## config.mk

```make
export PLATFORM = sky130hd
export DESIGN_NAME = psq_sequencer
export DESIGN_NICKNAME = d
export VERILOG_FILES = /design/src/psq_pkg.sv /design/src/psq_stack_if.sv /design/src/psq_stack.sv /design/src/psq_sequencer.sv
export SDC_FILE = /design/constraint.sdc
export NUM_CORES = 1
export LEC_CHECK = 0
export BUFFER_PORTS_ARGS = -buffer_cell sky130_fd_sc_hd__buf_2
export CAP_MARGIN = 5
export CORE_MARGIN = 2
export CORE_UTILIZATION = 60
export CTS_BUF_LIST = sky130_fd_sc_hd__clkbuf_2 sky130_fd_sc_hd__clkbuf_4 sky130_fd_sc_hd__clkbuf_8
export CTS_CLUSTER_DIAMETER = 80
export DETAILED_ROUTE_END_ITERATION = 6
export PLACE_DENSITY = 0.85
export SYNTH_ARGS = -nofsm -noshare
export SYNTH_HDL_FRONTEND = slang
export SYNTH_SLANG_ARGS = --single-unit
```

## constraint.sdc

```tcl
create_clock -name CLK -period 7.7 [get_ports CLK]
set_input_delay 0.77 -clock CLK [delete_from_list [all_inputs] [get_ports CLK]]
set_output_delay 0.77 -clock CLK [all_outputs]
set_load 0.1 [all_outputs]
```

## src/psq_pkg.sv

```systemverilog
package psq_pkg;

    // Clock figures
    localparam int CLK_PERIOD_NS = 100;
    localparam int SYS_PERIOD_NS = 100;

    // Widths and sizes
    localparam int PC_W         = 12;
    localparam int INSTR_W      = 15;
    localparam int ROM_WORDS    = 4096;
    localparam int STACK_LEVELS = 8;
    localparam int STACK_PTR_W  = 3;
    localparam int DEPTH_W      = 4;
    localparam int NUM_IRQ      = 3;
    localparam int START_CNT_W  = 11;

    // Instruction cycle phases
    localparam logic [1:0] PHASE_FIRST = 2'h0;
    localparam logic [1:0] PHASE_LAST  = 2'h3;
    localparam logic [1:0] PHASE_STEP  = 2'h1;

    // Program counter loads
    localparam logic [PC_W-1:0] VEC_RESET      = 12'h000;
    localparam logic [PC_W-1:0] VEC_USB        = 12'h004;
    localparam logic [PC_W-1:0] VEC_TIMER_ZERO = 12'h008;
    localparam logic [PC_W-1:0] VEC_TIMER_ONE  = 12'h00C;
    localparam logic [PC_W-1:0] PC_STEP        = 12'h001;
    localparam logic [PC_W-1:0] PC_RESET       = VEC_RESET;

    // Interrupt source positions, lowest entry address first
    localparam int IRQ_USB        = 0;
    localparam int IRQ_TIMER_ZERO = 1;
    localparam int IRQ_TIMER_ONE  = 2;

    // Start-up delays
    localparam int WAKE_DELAY_TSYS    = 1024;
    localparam int WAKE_DELAY_CYCLES  = (WAKE_DELAY_TSYS * SYS_PERIOD_NS) / CLK_PERIOD_NS;
    localparam int POWER_DELAY_TICKS  = 1024;
    localparam logic [START_CNT_W-1:0] WAKE_CNT_LAST  = START_CNT_W'(WAKE_DELAY_CYCLES - 1);
    localparam logic [START_CNT_W-1:0] POWER_CNT_LAST = START_CNT_W'(POWER_DELAY_TICKS - 1);
    localparam logic [START_CNT_W-1:0] START_CNT_ONE  = 11'h001;

    // Register indices; byte address is four times the index
    localparam logic [5:0] PROGRAM_COUNTER_LOW_BYTE_IDX = 6'h06;
    localparam logic [5:0] SEQ_CTRL_IDX                 = 6'h08;
    localparam logic [5:0] SEQ_STATUS_IDX               = 6'h09;
    localparam logic [5:0] TABLE_WORD_IDX               = 6'h0A;

    // Control register fields
    localparam int             CTRL_GIE_BIT    = 0;
    localparam int             CTRL_EN_LSB     = 1;
    localparam int             CTRL_W          = 4;
    localparam logic [CTRL_W-1:0] CTRL_RESET   = 4'h0;

    // Status register fields
    localparam int STAT_PEND_LSB  = 0;
    localparam int STAT_DEPTH_LSB = 4;
    localparam int STAT_STATE_LSB = 8;
    localparam int STAT_VALID_BIT = 10;
    localparam int STAT_PC_LSB    = 16;

    typedef enum logic [1:0] {ST_RUN, ST_HALT, ST_START} psq_state_t;

    typedef enum logic [3:0] {
        ACT_HOLD, ACT_STEP, ACT_RET, ACT_BRANCH, ACT_TABLE,
        ACT_TBL_END, ACT_HALT, ACT_SKIP, ACT_SHORT, ACT_IRQ
    } psq_act_t;

endpackage

```

## src/psq_stack_if.sv

```systemverilog
`timescale 1ns/10ps
interface psq_stack_if;
    logic                          push;
    logic                          pop;
    logic                          clear;
    logic [psq_pkg::PC_W-1:0]      push_addr;
    logic [psq_pkg::PC_W-1:0]      top_addr;
    logic [psq_pkg::DEPTH_W-1:0]   depth;
    logic                          full;

    modport seq (output push, pop, clear, push_addr, input top_addr, depth, full);
    modport stk (input push, pop, clear, push_addr, output top_addr, depth, full);
endinterface

```

## src/psq_stack.sv

```systemverilog
`timescale 1ns/10ps
module psq_stack (
    // Clock and reset
    input  wire logic     clk,
    input  wire logic     rst_n,
    // Sequencer side
    psq_stack_if.stk      stk
);
    import psq_pkg::*;

    localparam logic [STACK_PTR_W-1:0] PTR_ONE   = 3'h1;
    localparam logic [DEPTH_W-1:0]     DEPTH_ONE = 4'h1;
    localparam logic [DEPTH_W-1:0]     DEPTH_MAX = 4'h8;

    logic [PC_W-1:0]        mem [STACK_LEVELS];
    logic [STACK_PTR_W-1:0] ptr_reg;
    logic [DEPTH_W-1:0]     depth_reg;

    // Circular store: a push when full drops the oldest entry
    always_ff @(posedge clk) begin
        if (stk.push) begin
            mem[ptr_reg] <= stk.push_addr; // RL14
        end
    end

    always_ff @(posedge clk) begin
        if (!rst_n || stk.clear) begin
            ptr_reg   <= '0;
            depth_reg <= '0;
        end else if (stk.push) begin
            ptr_reg <= ptr_reg + PTR_ONE;
            if (depth_reg != DEPTH_MAX) begin
                depth_reg <= depth_reg + DEPTH_ONE;
            end
        end else if (stk.pop && depth_reg != '0) begin
            ptr_reg   <= ptr_reg - PTR_ONE; // RL14
            depth_reg <= depth_reg - DEPTH_ONE;
        end
    end

    assign stk.top_addr = mem[ptr_reg - PTR_ONE];
    assign stk.depth    = depth_reg;
    assign stk.full     = (depth_reg == DEPTH_MAX);
endmodule

```

## src/psq_sequencer.sv

```systemverilog
`timescale 1ns/10ps
// Summary of operation
// RL1 - Four clock phases make one instruction cycle
// RL2 - Fetch next word while executing current one
// RL3 - Control transfers add one dummy refill cycle
// RL4 - Counter advances by one after each fetch
// RL5 - True skip discards fetched word, resumes plus two
// RL6 - Low-byte write jumps within current page
// RL7 - Reset clears program counter to zero
// RL8 - Enabled USB request vectors to its entry
// RL9 - Enabled timer zero overflow vectors to entry
// RL10 - Enabled timer one overflow vectors to entry
// RL11 - Jumps load target field, returns load stack
// RL12 - Twelve-bit counter and table pointer address ROM
// RL13 - Start-up delay before running after wake or reset
// RL14 - Calls and acknowledges push, returns pop stack
// RL15 - Full stack keeps request pending until return
// RL16 - Lowest entry address wins among pending requests
module psq_sequencer (
    // Clock and reset
    input  wire logic                            CLK,
    input  wire logic                            RST_N,
    // APB slave
    input  wire logic                            PSEL,
    input  wire logic                            PENABLE,
    input  wire logic                            PWRITE,
    input  wire logic [7:0]                      PADDR,
    input  wire logic [31:0]                     PWDATA,
    output logic [31:0]                          PRDATA,
    output logic                                 PREADY,
    output logic                                 PSLVERR,
    // Program ROM
    output logic [psq_pkg::PC_W-1:0]             ROM_ADDR,
    input  wire logic [psq_pkg::INSTR_W-1:0]     ROM_DATA,
    // Execute stage
    output logic [psq_pkg::INSTR_W-1:0]          INSTR,
    output logic                                 EXEC_VALID,
    output logic [1:0]                           PHASE,
    output logic [psq_pkg::INSTR_W-1:0]          TABLE_WORD,
    input  wire logic                            EXEC_JUMP,
    input  wire logic                            EXEC_CALL,
    input  wire logic                            EXEC_RET,
    input  wire logic                            EXEC_RET_INT,
    input  wire logic                            EXEC_SKIP,
    input  wire logic                            EXEC_TABLE,
    input  wire logic                            EXEC_HALT,
    input  wire logic [psq_pkg::PC_W-1:0]        EXEC_TARGET,
    input  wire logic [psq_pkg::PC_W-1:0]        TABLE_ADDR,
    // Events
    input  wire logic                            USB_REQ,
    input  wire logic                            TIMER_ZERO_OVF,
    input  wire logic                            TIMER_ONE_OVF,
    input  wire logic                            WAKE_REQ,
    input  wire logic                            WDT_TIMEOUT,
    input  wire logic                            WDT_OSC_TICK,
    // Status
    output logic                                 INT_ACK,
    output logic                                 SEQ_RUNNING
);
    import psq_pkg::*;

    psq_stack_if stk_if ();

    psq_stack u_stack (
        .clk   (CLK),
        .rst_n (RST_N),
        .stk   (stk_if.stk)
    );

    logic [1:0]              phase_reg;
    psq_state_t              state_reg;
    logic [START_CNT_W-1:0]  start_cnt_reg;
    logic                    start_wdt_reg;
    logic [PC_W-1:0]         pc_reg;
    logic [PC_W-1:0]         pc_next;
    logic [PC_W-1:0]         rom_addr_reg;
    logic [INSTR_W-1:0]      instr_reg;
    logic [INSTR_W-1:0]      table_word_reg;
    logic                    exec_valid_reg;
    logic                    tbl_cycle_reg;
    logic [NUM_IRQ-1:0]      pend_reg;
    logic [NUM_IRQ-1:0]      irq_ready;
    logic [NUM_IRQ-1:0]      irq_clr;
    logic [NUM_IRQ-1:0]      irq_evt;
    logic [PC_W-1:0]         irq_vec;
    logic [CTRL_W-1:0]       ctrl_reg;
    logic                    pcl_pend_reg;
    logic [7:0]              pcl_val_reg;
    logic                    int_ack_reg;
    logic [31:0]             prdata_reg;
    logic                    pready_reg;
    logic                    pslverr_reg;
    logic                    boundary;
    logic                    wdt_reset;
    logic                    start_done;
    logic                    apb_commit;
    logic                    wr_pcl;
    logic                    wr_ctrl;
    logic [5:0]              reg_idx;
    logic                    reg_hit;
    logic [31:0]             rd_value;
    psq_act_t                act;

    // Phase counter, one instruction cycle per wrap
    always_ff @(posedge CLK) begin
        if (!RST_N) begin
            phase_reg <= PHASE_FIRST;
        end else begin
            phase_reg <= phase_reg + PHASE_STEP; // RL1
        end
    end

    assign boundary  = (phase_reg == PHASE_LAST); // RL1
    assign wdt_reset = WDT_TIMEOUT && (state_reg == ST_RUN);

    // Interrupt selection, lowest entry first
    assign irq_evt = {TIMER_ONE_OVF, TIMER_ZERO_OVF, USB_REQ};
    assign irq_ready = pend_reg & ctrl_reg[CTRL_EN_LSB +: NUM_IRQ]
                     & {NUM_IRQ{ctrl_reg[CTRL_GIE_BIT] && !stk_if.full}}; // RL15

    always_comb begin
        irq_vec = VEC_USB;
        irq_clr = '0;
        if (irq_ready[IRQ_USB]) begin
            irq_vec          = VEC_USB; // RL8 RL16
            irq_clr[IRQ_USB] = 1'b1;
        end else if (irq_ready[IRQ_TIMER_ZERO]) begin
            irq_vec                 = VEC_TIMER_ZERO; // RL9 RL16
            irq_clr[IRQ_TIMER_ZERO] = 1'b1;
        end else if (irq_ready[IRQ_TIMER_ONE]) begin
            irq_vec                = VEC_TIMER_ONE; // RL10
            irq_clr[IRQ_TIMER_ONE] = 1'b1;
        end
    end

    // Action taken at the end of the instruction cycle
    always_comb begin
        act = ACT_HOLD;
        if (boundary && state_reg == ST_RUN && !WDT_TIMEOUT) begin
            if (tbl_cycle_reg) begin
                act = ACT_TBL_END;
            end else if (exec_valid_reg && (EXEC_RET || EXEC_RET_INT)) begin
                act = ACT_RET;
            end else if (exec_valid_reg && (EXEC_JUMP || EXEC_CALL)) begin
                act = ACT_BRANCH;
            end else if (exec_valid_reg && EXEC_TABLE) begin
                act = ACT_TABLE;
            end else if (exec_valid_reg && EXEC_HALT) begin
                act = ACT_HALT;
            end else if (exec_valid_reg && EXEC_SKIP) begin
                act = ACT_SKIP;
            end else if (pcl_pend_reg) begin
                act = ACT_SHORT;
            end else if (irq_ready != '0) begin
                act = ACT_IRQ;
            end else begin
                act = ACT_STEP;
            end
        end
    end

    always_comb begin
        pc_next = pc_reg;
        unique case (act)
            ACT_STEP:    pc_next = pc_reg + PC_STEP; // RL4
            ACT_TABLE:   pc_next = pc_reg + PC_STEP; // RL4
            ACT_SKIP:    pc_next = pc_reg + PC_STEP; // RL5
            ACT_RET:     pc_next = stk_if.top_addr; // RL11
            ACT_BRANCH:  pc_next = EXEC_TARGET; // RL11
            ACT_SHORT:   pc_next = {pc_reg[PC_W-1:8], pcl_val_reg}; // RL6
            ACT_IRQ:     pc_next = irq_vec;
            ACT_TBL_END: pc_next = pc_reg;
            ACT_HALT:    pc_next = pc_reg;
            ACT_HOLD:    pc_next = pc_reg;
        endcase
    end

    // Return stack traffic
    assign stk_if.push      = (act == ACT_IRQ) || (act == ACT_BRANCH && EXEC_CALL); // RL14
    assign stk_if.push_addr = pc_reg;
    assign stk_if.pop       = (act == ACT_RET); // RL14
    assign stk_if.clear     = wdt_reset;

    // Program counter
    always_ff @(posedge CLK) begin
        if (!RST_N) begin
            pc_reg <= PC_RESET; // RL7
        end else if (wdt_reset) begin
            pc_reg <= VEC_RESET; // RL7
        end else begin
            pc_reg <= pc_next;
        end
    end

    // Fetch address, from counter or from table pointer
    always_ff @(posedge CLK) begin
        if (!RST_N) begin
            rom_addr_reg <= PC_RESET;
        end else if (wdt_reset) begin
            rom_addr_reg <= VEC_RESET;
        end else if (act == ACT_TABLE) begin
            rom_addr_reg <= TABLE_ADDR; // RL12
        end else if (boundary) begin
            rom_addr_reg <= pc_next; // RL12
        end
    end

    // Pipeline: word fetched this cycle executes in the next
    always_ff @(posedge CLK) begin
        if (!RST_N || wdt_reset) begin
            instr_reg      <= '0;
            exec_valid_reg <= 1'b0;
            tbl_cycle_reg  <= 1'b0;
        end else if (boundary) begin
            unique case (act)
                ACT_STEP: begin
                    instr_reg      <= ROM_DATA; // RL2
                    exec_valid_reg <= 1'b1;
                end
                ACT_TABLE: begin
                    instr_reg      <= ROM_DATA;
                    exec_valid_reg <= 1'b0;
                    tbl_cycle_reg  <= 1'b1;
                end
                ACT_TBL_END: begin
                    exec_valid_reg <= 1'b1;
                    tbl_cycle_reg  <= 1'b0;
                end
                default: begin
                    exec_valid_reg <= 1'b0; // RL3 RL5
                end
            endcase
        end
    end

    always_ff @(posedge CLK) begin
        if (!RST_N) begin
            table_word_reg <= '0;
        end else if (act == ACT_TBL_END) begin
            table_word_reg <= ROM_DATA; // RL12
        end
    end

    // Run, halt and start-up
    assign start_done = start_wdt_reg ? (WDT_OSC_TICK && start_cnt_reg == POWER_CNT_LAST)
                                      : (start_cnt_reg == WAKE_CNT_LAST);

    always_ff @(posedge CLK) begin
        if (!RST_N) begin
            state_reg     <= ST_START; // RL13
            start_wdt_reg <= 1'b1;
            start_cnt_reg <= '0;
        end else begin
            unique case (state_reg)
                ST_RUN: begin
                    if (WDT_TIMEOUT) begin
                        state_reg     <= ST_START; // RL13
                        start_wdt_reg <= 1'b1;
                        start_cnt_reg <= '0;
                    end else if (act == ACT_HALT) begin
                        state_reg <= ST_HALT;
                    end
                end
                ST_HALT: begin
                    if (WAKE_REQ || WDT_TIMEOUT) begin
                        state_reg     <= ST_START; // RL13
                        start_wdt_reg <= 1'b0;
                        start_cnt_reg <= '0;
                    end
                end
                ST_START: begin
                    if (start_done) begin
                        state_reg <= ST_RUN;
                    end else if (!start_wdt_reg || WDT_OSC_TICK) begin
                        start_cnt_reg <= start_cnt_reg + START_CNT_ONE; // RL13
                    end
                end
            endcase
        end
    end

    // Request flags; a new request wins over its acknowledge
    genvar gi;
    generate
        for (gi = 0; gi < NUM_IRQ; gi++) begin : g_pend
            always_ff @(posedge CLK) begin
                if (!RST_N) begin
                    pend_reg[gi] <= 1'b0;
                end else if (irq_evt[gi]) begin
                    pend_reg[gi] <= 1'b1; // RL15
                end else if (act == ACT_IRQ && irq_clr[gi]) begin
                    pend_reg[gi] <= 1'b0;
                end
            end
        end
    endgenerate

    always_ff @(posedge CLK) begin
        if (!RST_N) begin
            int_ack_reg <= 1'b0;
        end else begin
            int_ack_reg <= (act == ACT_IRQ);
        end
    end

    // Register bus
    assign reg_idx    = PADDR[7:2];
    assign apb_commit = PSEL && PENABLE && pready_reg;
    assign wr_pcl     = apb_commit && PWRITE && reg_idx == PROGRAM_COUNTER_LOW_BYTE_IDX;
    assign wr_ctrl    = apb_commit && PWRITE && reg_idx == SEQ_CTRL_IDX;
    assign reg_hit    = (reg_idx == PROGRAM_COUNTER_LOW_BYTE_IDX) || (reg_idx == SEQ_CTRL_IDX)
                     || (reg_idx == SEQ_STATUS_IDX) || (reg_idx == TABLE_WORD_IDX);

    always_comb begin
        rd_value = '0;
        unique case (reg_idx)
            PROGRAM_COUNTER_LOW_BYTE_IDX: rd_value = 32'(pc_reg[7:0]); // RL6
            SEQ_CTRL_IDX:                 rd_value = 32'(ctrl_reg);
            SEQ_STATUS_IDX: begin
                rd_value = (32'(pend_reg) << STAT_PEND_LSB)
                         | (32'(stk_if.depth) << STAT_DEPTH_LSB)
                         | (32'(state_reg) << STAT_STATE_LSB)
                         | (32'(exec_valid_reg) << STAT_VALID_BIT)
                         | (32'(pc_reg) << STAT_PC_LSB);
            end
            TABLE_WORD_IDX:               rd_value = 32'(table_word_reg);
            default:                      rd_value = '0;
        endcase
    end

    // One wait state: ready rises in the second access cycle
    always_ff @(posedge CLK) begin
        if (!RST_N) begin
            pready_reg  <= 1'b0;
            pslverr_reg <= 1'b0;
            prdata_reg  <= '0;
        end else if (PSEL && PENABLE && !pready_reg) begin
            pready_reg  <= 1'b1;
            pslverr_reg <= !reg_hit;
            prdata_reg  <= PWRITE ? '0 : rd_value;
        end else begin
            pready_reg  <= 1'b0;
            pslverr_reg <= 1'b0;
        end
    end

    // Short jump request, applied at the next cycle end with no return, jump, call, skip, table or halt
    always_ff @(posedge CLK) begin
        if (!RST_N || wdt_reset) begin
            pcl_pend_reg <= 1'b0;
            pcl_val_reg  <= '0;
        end else if (wr_pcl) begin
            pcl_pend_reg <= 1'b1; // RL6
            pcl_val_reg  <= PWDATA[7:0];
        end else if (act == ACT_SHORT) begin
            pcl_pend_reg <= 1'b0;
        end
    end

    // Enables; acknowledge masks, interrupt return unmasks
    always_ff @(posedge CLK) begin
        if (!RST_N) begin
            ctrl_reg <= CTRL_RESET;
        end else if (wr_ctrl) begin
            ctrl_reg <= PWDATA[CTRL_W-1:0];
        end else if (act == ACT_IRQ) begin
            ctrl_reg[CTRL_GIE_BIT] <= 1'b0;
        end else if (act == ACT_RET && EXEC_RET_INT) begin
            ctrl_reg[CTRL_GIE_BIT] <= 1'b1;
        end
    end

    assign PRDATA      = prdata_reg;
    assign PREADY      = pready_reg;
    assign PSLVERR     = pslverr_reg;
    assign ROM_ADDR    = rom_addr_reg;
    assign INSTR       = instr_reg;
    assign EXEC_VALID  = exec_valid_reg;
    assign PHASE       = phase_reg;
    assign TABLE_WORD  = table_word_reg;
    assign INT_ACK     = int_ack_reg;
    assign SEQ_RUNNING = (state_reg == ST_RUN);
endmodule

```

==> results by stage, run 1 <==
Clock network:
- The quantity of gates resized following cts is 0.
- The level count of the clock H-tree is 2.
- The CTS tree is yes.
- The hold-fix buffer count after cts is 0.
- The clock net in this run drives a total of 221 sinks.
- Clock tree synthesis selected as its root buffer the cell sky130_fd_sc_hd__clkbuf_8.
- The buffer count from post-CTS setup fixing is 0.
- Clock latency on the worst-skew pair, taken at its later pin, is 0.53 ns.
- The clock-pin transition on the worst setup and hold timing paths is 0.06 ns.
- The buffer depth of the longest clock path is 3.
- The number of clock buffers inserted by TritonCTS is 36.

Outcome:
- The flow ran to the end, and the final reports show no timing, DRC or antenna violations.

Layout:
- The final antenna diode count is 0.
- In the final layout, the share of cells above drive strength 1 is 28.27%.
- The area added between synthesis and finish is 15.64%.
- For this run, the post-layout net count is 1,107.
- The most frequent standard cell in the layout excluding fill and tap cells is sky130_fd_sc_hd__buf_2.
- Counting flops per register, the top entry is u_stack.mem.
- Leaving out fill and tap cells, the most frequent cells in the layout are 146 x sky130_fd_sc_hd__buf_2, 124 x sky130_fd_sc_hd__dfxtp_1, 119 x sky130_fd_sc_hd__nor2_1.
- The register with the most flip-flops in the layout has 96 of them.

Detailed routing:
- For this block, the via count after detailed routing is 7,552.
- Dividing the detail-routed via count by the number of cells gives 6.081.
- The aggregate routed wire length is 24.58 mm.
- In this run, the number of DRC markers left after iteration 0 of detailed routing was 902.
- The detailed-route wire length per cell is 19.79 um.
- For this run, design rule violations remaining after detail routing come to 0.
- The number of detailed-route iterations in the first pass is 7.
- The post-route antenna net violation count is 0.

Worst setup path:
- On the critical path, the stage with the largest delay is an instance of sky130_fd_sc_hd__ha_1.
- Setup slack on the worst reg-to-reg path comes out at 3.54 ns.
- Of all nets on the critical path, the largest fanout is 31.
- The largest single stage delay on the critical path is 1.13 ns.
- At the worst endpoint, the required time is 8.06 ns.
- The number of cells on the worst reg-to-reg path is 8.
- The kind of cell adding the most delay to the critical path is adder cells.
- The worst setup path category is reg -> reg.
- In this run the critical register-to-register path is captured at ROM_ADDR[2].
- The type of destination of the critical path is a flip-flop.
- The signal on the critical path passes through inv_1 > ha_1 > mux4_2 > mux2_2 > a22o_1 > a311o_1 > o31ai_1 > a21oi_1.
- The worst register-to-register path begins at u_stack.ptr_reg[0].
- The type of element launching the critical path is a flip-flop.
- The data arrival time of the critical path is 4.52 ns.
- Counting both buffers and inverters, the worst setup path holds a total of 1.

Placed design:
- The estimated wirelength of the detail-placed design is 16.79 mm.
- During placement, the flow inserted port buffers numbering 146.
- The worst setup slack after placement is 3.559 ns.
- Routability-driven placement finished with a final weighted congestion of 0.9096.

STA:
- The shortest period the worst path allows is 4.156 ns.
- Setup repair after global routing left no endpoint under its margin.
- The setup TNS is 0 ns.
- The relative slew slack is 15.04%.
- The post-route fraction of the period consumed by the critical path is 53.97%.
- Once routing completed, OpenROAD measured the worst setup slack at 3.544 ns.
- The highest attainable clock frequency is 240.6 MHz.
- For the pin with the worst max-slew slack, the measured transition is 1.272 ns.
- The final setup skew is 0.01589 ns.
- The final count of negative-setup-slack endpoints is 0.
- The number of slew-limit violations in the final report was 0.
- The final count of hold timing violations was 0.

Synthesis:
- After synthesis, the cell types taking the most area are sky130_fd_sc_hd__edfxtp_1 29%, sky130_fd_sc_hd__dfxtp_1 26%, sky130_fd_sc_hd__mux4_2 5.8%.
- Among all flip-flop cells after synthesis, the most frequent one is sky130_fd_sc_hd__dfxtp_1.
- In this run, synthesis inferred 96 flip-flops with an integrated enable.
- Counting every instance in the synthesized netlist gives 850.
- For this run, the number of Yosys warnings is 0.
- The biggest area contributor in the post-synthesis netlist is sky130_fd_sc_hd__edfxtp_1.
- The netlist uses 89 different library cells.
- The total standard cell area after synthesis is 0.009787 sq mm.
- Of the synthesized area, sequential elements account for 55.02%.
- A synthesized cell averages 11.51 sq um.
- The number of register bits inferred by synthesis is 221.
- Counting flops with an async set or reset pin after synthesis yields a share of 0%.
- The top cell type by area accounts for 29.46% of the synthesized area.

Min path:
- The count of cells along the worst hold path is 1.
- The startpoint of the lowest-slack hold path is PHASE[0].
- The hold path endpoint is PHASE[0].
- The worst hold path belongs to the class reg -> reg.

Die:
- The standard cell core area is 0.01589 sq mm.
- The die covers 0.01735 sq mm.
- The die is 131.7 um wide.
- The starting density of the core is 61.61%.
- The floorplan row count is 46.
- The die is 131.7 um tall.
- The top-level port count is 178.

Power:
- The total chip power is 2392 uW.
- The worst IR drop on VDD is 0.1635 mV.
- The power per cell area is 211.3 mW/mm^2.
- The leakage power summed over all cells is 0.004337 uW.

Global route:
- The number of antenna violations at the first check in global routing is 0.
- The pin count of the biggest net entering global routing is 55.
- The global-route wire length before repair is 38.05 mm.
- The total overflow left after global routing is 0.
- The number of global-route vias before repair is 7,194.
- Global routing consumed, over all layers together, 27.75% of the routing resources.

Run:
- Max-cap violations in this run came to 0.
per-layer routing:
layer	global-route usage [%]	part of all wire [%]	vias up
met2	44.68	47	456
met1	37.24	39	3577
met3	7.870	11	44
li1	-	-	3475
met5	0	0	-
met4	7.669	2.1	0
cell usage after synthesis (3+ instances only):
master,n
sky130_fd_sc_hd__a2bb2oi_1,5
sky130_fd_sc_hd__dfxtp_1,125
sky130_fd_sc_hd__a21oi_1,37
sky130_fd_sc_hd__nand4_1,6
sky130_fd_sc_hd__a2111oi_0,4
sky130_fd_sc_hd__nor3_1,18
sky130_fd_sc_hd__nor2_2,5
sky130_fd_sc_hd__o22ai_1,3
sky130_fd_sc_hd__buf_2,5
sky130_fd_sc_hd__or3_1,5
sky130_fd_sc_hd__a22o_1,6
sky130_fd_sc_hd__a21o_1,3
sky130_fd_sc_hd__edfxtp_1,96
sky130_fd_sc_hd__mux4_2,25
sky130_fd_sc_hd__o21ai_1,7
sky130_fd_sc_hd__a222oi_1,12
sky130_fd_sc_hd__mux2_2,11
sky130_fd_sc_hd__nor2b_1,4
sky130_fd_sc_hd__o21a_1,5
sky130_fd_sc_hd__inv_1,17
sky130_fd_sc_hd__nor2_1,119
sky130_fd_sc_hd__a22oi_1,36
sky130_fd_sc_hd__clkbuf_1,25
sky130_fd_sc_hd__and2_1,11
sky130_fd_sc_hd__a21oi_2,3
sky130_fd_sc_hd__and3_1,9
sky130_fd_sc_hd__a32oi_1,3
sky130_fd_sc_hd__xnor2_1,13
sky130_fd_sc_hd__nand3_1,13
sky130_fd_sc_hd__nand2_1,68
sky130_fd_sc_hd__ha_1,10
sky130_fd_sc_hd__buf_4,8
sky130_fd_sc_hd__or2_2,5
sky130_fd_sc_hd__a21boi_0,3
sky130_fd_sc_hd__buf_6,5
sky130_fd_sc_hd__mux2i_1,30
sky130_fd_sc_hd__nand2b_1,3
sky130_fd_sc_hd__o211ai_1,6
sky130_fd_sc_hd__o31ai_1,3
sky130_fd_sc_hd__o21ai_0,18
stage by stage:
stage	instances	hold WS [ns]	cell area, sq um	util [%]
6_report	1242	0.4464	11320	71.24
5_1_grt	1242	0.4625	11320	71.24
4_1_cts	1242	0.4460	11320	71.24
3_5_place_dp	1177	0.4376	10600	66.72
3_3_place_gp	1177	0.4292	10600	66.72
2_1_floorplan	854	0.4500	9802	-
cell families after synthesis:
kind of cell    share of synthesized area (%)
mux                                     10.32
simple gates                            13.92
xor+xnor                                1.253
compound gates                          14.63
other cells                           0.03832
flops                                   55.02
buf+inv                                 3.337
fa+ha+maj                               1.483
power by group:
group	switching [uW]	leakage (uW)	internal [uW]
Combinational	97.0	0.00207	35.9
Sequential	14.9	0.00188	1230
Clock	467	0.000378	551
Total	579	0.00434	1810
layout make-up:
type	count	area (sq um)
Clock buffer	49	605.6
Clock inverter	16	112.6
Fill cell	1139	4568
Inverter	18	67.56
Multi-Input combinational cell	570	4099
Sequential cell	221	5386
Tap cell	216	270.3
Timing Repair Buffer	152	775.7
how the worst max path moves through the flow:
stage,startpoint,to,slack [ns],depth (start not counted)
detailed placement,EXEC_CALL,u_stack.mem[1][6],3.56,7
global route,u_stack.ptr_reg[0],ROM_ADDR[2],3.27,8
CTS,u_stack.ptr_reg[0],ROM_ADDR[2],3.47,8
floorplan,state_reg[0],u_stack.mem[0][0],3.84,9
global placement,EXEC_CALL,u_stack.mem[2][6],3.63,7
finish,u_stack.ptr_reg[0],ROM_ADDR[2],3.54,8
worst register-to-register path, cell delays in order, from the launching register on:
cell	delay, ns
sky130_fd_sc_hd__dfxtp_2	0.98
sky130_fd_sc_hd__inv_1	0.20
sky130_fd_sc_hd__ha_1	1.13
sky130_fd_sc_hd__mux4_2	0.44
sky130_fd_sc_hd__mux2_2	0.30
sky130_fd_sc_hd__a22o_1	0.20
sky130_fd_sc_hd__a311o_1	0.35
sky130_fd_sc_hd__o31ai_1	0.29
sky130_fd_sc_hd__a21oi_1	0.10
No activity file was read; power rests on OpenSTA's default activity.
==> run 2: changes to the inputs <==
- CORE_UTILIZATION: 60 -> 52
- PLACE_DENSITY: 0.85 -> 0.78
- clock period: 7.7 -> 3.3 ns (I/O delays scaled with it)
==> run 2 against run 1 <==
  * Fmax is 40% higher
  * Clock skew is 0.011 ns higher
  * Clock power is 150% higher
  * Sequential cell count stayed put
  * Count of clock-buffer cells in the layout is 4 higher
  * Power is 140% higher
  * Critical path depth is 3 higher
  * Largest power group unchanged
  * Highest routed layer unchanged
==> results by stage, run 2 (same netlist as run 1, synthesis figures left out) <==
Layout:
- In the layout the commonest cells are 146 x sky130_fd_sc_hd__buf_2, 121 x sky130_fd_sc_hd__dfxtp_1, 119 x sky130_fd_sc_hd__nor2_1.
- The final antenna diode count came to 0 (unchanged).
- The final non-filler cell total is 1,290 (+3.9%).
- The share of final-layout standard cells stronger than drive strength 1 is 30.68% (+2.4 points).
- The net count of the finished layout is 1,136 (+2.6%).
- The flip-flop count of the largest register, all copies and words added came to 96 (unchanged).
- The area added between synthesis and finish is 19.09%.
- The number of fill cells in the layout is 1,483 (+30%).
- Ranked by flip-flop count, first place goes to u_stack.mem.
- The most frequent standard cell in the layout excluding fill and tap cells is sky130_fd_sc_hd__buf_2.

STA:
- The highest attainable clock frequency is 337.4 MHz (+40%).
- The number of slew-limit violations in the final report was 0 (unchanged).
- The post-route worst hold slack came to 0.03044 ns (-0.4160 ns).
- Setup repair after global routing left no endpoint under its margin.
- The setup TNS is 0 ns (unchanged).
- The worst-margin pin slew was 1.001 ns (-0.2714 ns).
- The shortest period the worst path allows is 2.964 ns (-1.192 ns).
- The relative slew slack came to 32.58% (+18 points).
- The post-layout worst setup margin was 0.3361 ns (-3.208 ns).
- The final setup skew is 0.02697 ns (+0.01109 ns).
- The post-route fraction of the period consumed by the critical path was 89.82% (+36 points).
- The final count of hold timing violations is 0 (unchanged).
- The final count of negative-setup-slack endpoints is 0 (unchanged).

Die:
- The top-level port count is 178 (unchanged).
- The height of the chip came to 141.2 um (+7.2%).
- The starting density of the core is 52.67% (-8.9 points).
- The floorplan row count is 50 (+8.7%).
- The x dimension of the die is 141.2 um (+7.2%).
- The die area came to 0.01993 sq mm (+15%).
- The standard cell core area is 0.01858 sq mm (+17%).

Detailed routing:
- The aggregate routed wire length is 25.56 mm (+4.0%).
- The iteration-0 DRC count of the detailed router is 780 (-14%).
- The post-route antenna net violation count came to 0 (unchanged).
- The number of detailed-route iterations in the first pass came to 7 (unchanged).
- The overall via count from detail_route is 7,632 (+1.1%).
- The detailed-route wire length per cell was 19.81 um (+0.11%).
- The DRC violation count after routing was 0 (unchanged).
- The vias per cell is 5.916 (-2.7%).

Power:
- The worst IR drop on VDD is 0.3243 mV (+98%).
- The power per cell area came to 492.6 mW/mm^2 (+130%).
- The leakage power summed over all cells is 0.004527 uW (+4.4%).

Clock network:
- The clock-pin transition on the worst setup and hold timing paths is 0.06 ns (about the same).
- TritonCTS built the clock tree.
- The number of clock buffers inserted by TritonCTS is 37 (+2.8%).
- The number of clock sinks is 221 (unchanged).
- The buffer depth of the longest clock path is 3 (unchanged).
- The level count of the clock H-tree is 2 (unchanged).
- The root buffer cell is sky130_fd_sc_hd__clkbuf_8.
- The clock insertion delay at the later pin of the skew report was 0.54 ns (about the same).

Worst setup path:
- The data arrival time of the critical path is 3.42 ns (-1.10 ns).
- The type of element launching the critical path is a flip-flop.
- The maximum fanout encountered on the critical timing path is 12 (-61%).
- The type of destination of the critical path is a flip-flop.
- The worst path required time was 3.76 ns (-4.30 ns).
- The critical path is of the reg -> reg type.

Global route:
- The number of antenna violations at the first check in global routing was 0 (unchanged).
- The number of global-route vias before repair is 7,403 (+2.9%).
- The overall routing resource usage is 25.65% (-2.1 points).
- The pin count of the biggest net entering global routing is 54 (-1.8%).
- The global-route wire length before repair is 39.77 mm (+4.5%).
- The global-route congestion overflow total is 0 (unchanged).

Placed design:
- The number of instances in the placed design was 1,222 (+3.8%).
- The total of buffers placed on input and output ports is 146 (unchanged).
- The last weighted congestion value of the routability-driven placer was 0.9383 (+3.2%).
- The worst setup slack after placement is 0.2472 ns (-3.312 ns).
- The estimated wirelength of the detail-placed design is 17.93 mm (+6.8%).

Outcome:
- The flow ran to the end, and the final reports show no timing, DRC or antenna violations.

Min path:
- The min-delay analysis places its worst path in the category in -> reg.

Run:
- The number of maximum-capacitance violations is 0 (unchanged).
[run 2: through the flow]
| step | cell area (sq um) | total power [uW] | util, % |
|---|---|---|---|
| 3_5_place_dp | 10870 | 3269 | 58.48 |
| 5_1_grt | 11650 | 5913 | 62.73 |
| 4_1_cts | 11650 | 5779 | 62.70 |
| 2_1_floorplan | 9818 | 3158 | - |
| 6_report | 11650 | 5741 | 62.73 |
| 3_3_place_gp | 10870 | 3263 | 58.48 |
[run 2: path summary, 6_finish.rpt]
path	end	cells past startpoint	slack (ns)	from
worst min register to register	PHASE[0]	1	0.43	PHASE[0]
worst min-delay path	pend_reg[1]	3	0.03	TIMER_ZERO_OVF
worst max-delay path	u_stack.stk.depth[3]	11	0.34	state_reg[0]
worst max register to register	u_stack.stk.depth[3]	11	0.34	state_reg[0]
[run 2: final cells by class]
cell class | count | area [sq um] | share of cell area (%)
multi-input combinational | 570 | 4116 | 35.32
clock buffer | 53 | 660.6 | 5.668
inverter | 18 | 67.56 | 0.5797
clock inverter | 14 | 113.9 | 0.9769
timing repair buffer | 180 | 1013 | 8.696
sequential | 221 | 5390 | 46.25
tap | 234 | 292.8 | 2.512
[run 2: power by group]
part           total (uW)  internal [uW]  switching (uW)
Clock                2520           1450            1080
Sequential           2890           2860            32.3
Combinational         323           90.8             232
Total                5740           4400            1340
[run 2: metal layers]
layer	GRT usage (%)	vias to the layer above	wire, um
met4	9.842	0	782
met3	6.012	61	2175
met2	40.32	359	11680
met5	0	-	0
met1	34.78	3671	10930
li1	-	3541	-
[run 2: repair_timing]
item	in CTS	in global routing
resized for setup	0	1
hold endpoints to repair	1	0
setup buffers	0	0
setup endpoints to repair	0	1
hold buffers	1	0
[run 2: worst max-delay path: stages, from the launching register on]
cell and delay (ns):
sky130_fd_sc_hd__dfxtp_1 0.40, sky130_fd_sc_hd__inv_1 0.09, sky130_fd_sc_hd__ha_2 0.24, sky130_fd_sc_hd__and3b_1 0.27, sky130_fd_sc_hd__o21ai_1 0.23, sky130_fd_sc_hd__nor2_4 0.13
sky130_fd_sc_hd__a22oi_4 0.42, sky130_fd_sc_hd__ha_1 0.32, sky130_fd_sc_hd__a21o_1 0.18, sky130_fd_sc_hd__a21oi_1 0.20, sky130_fd_sc_hd__mux4_2 0.32, sky130_fd_sc_hd__nor2_1 0.10
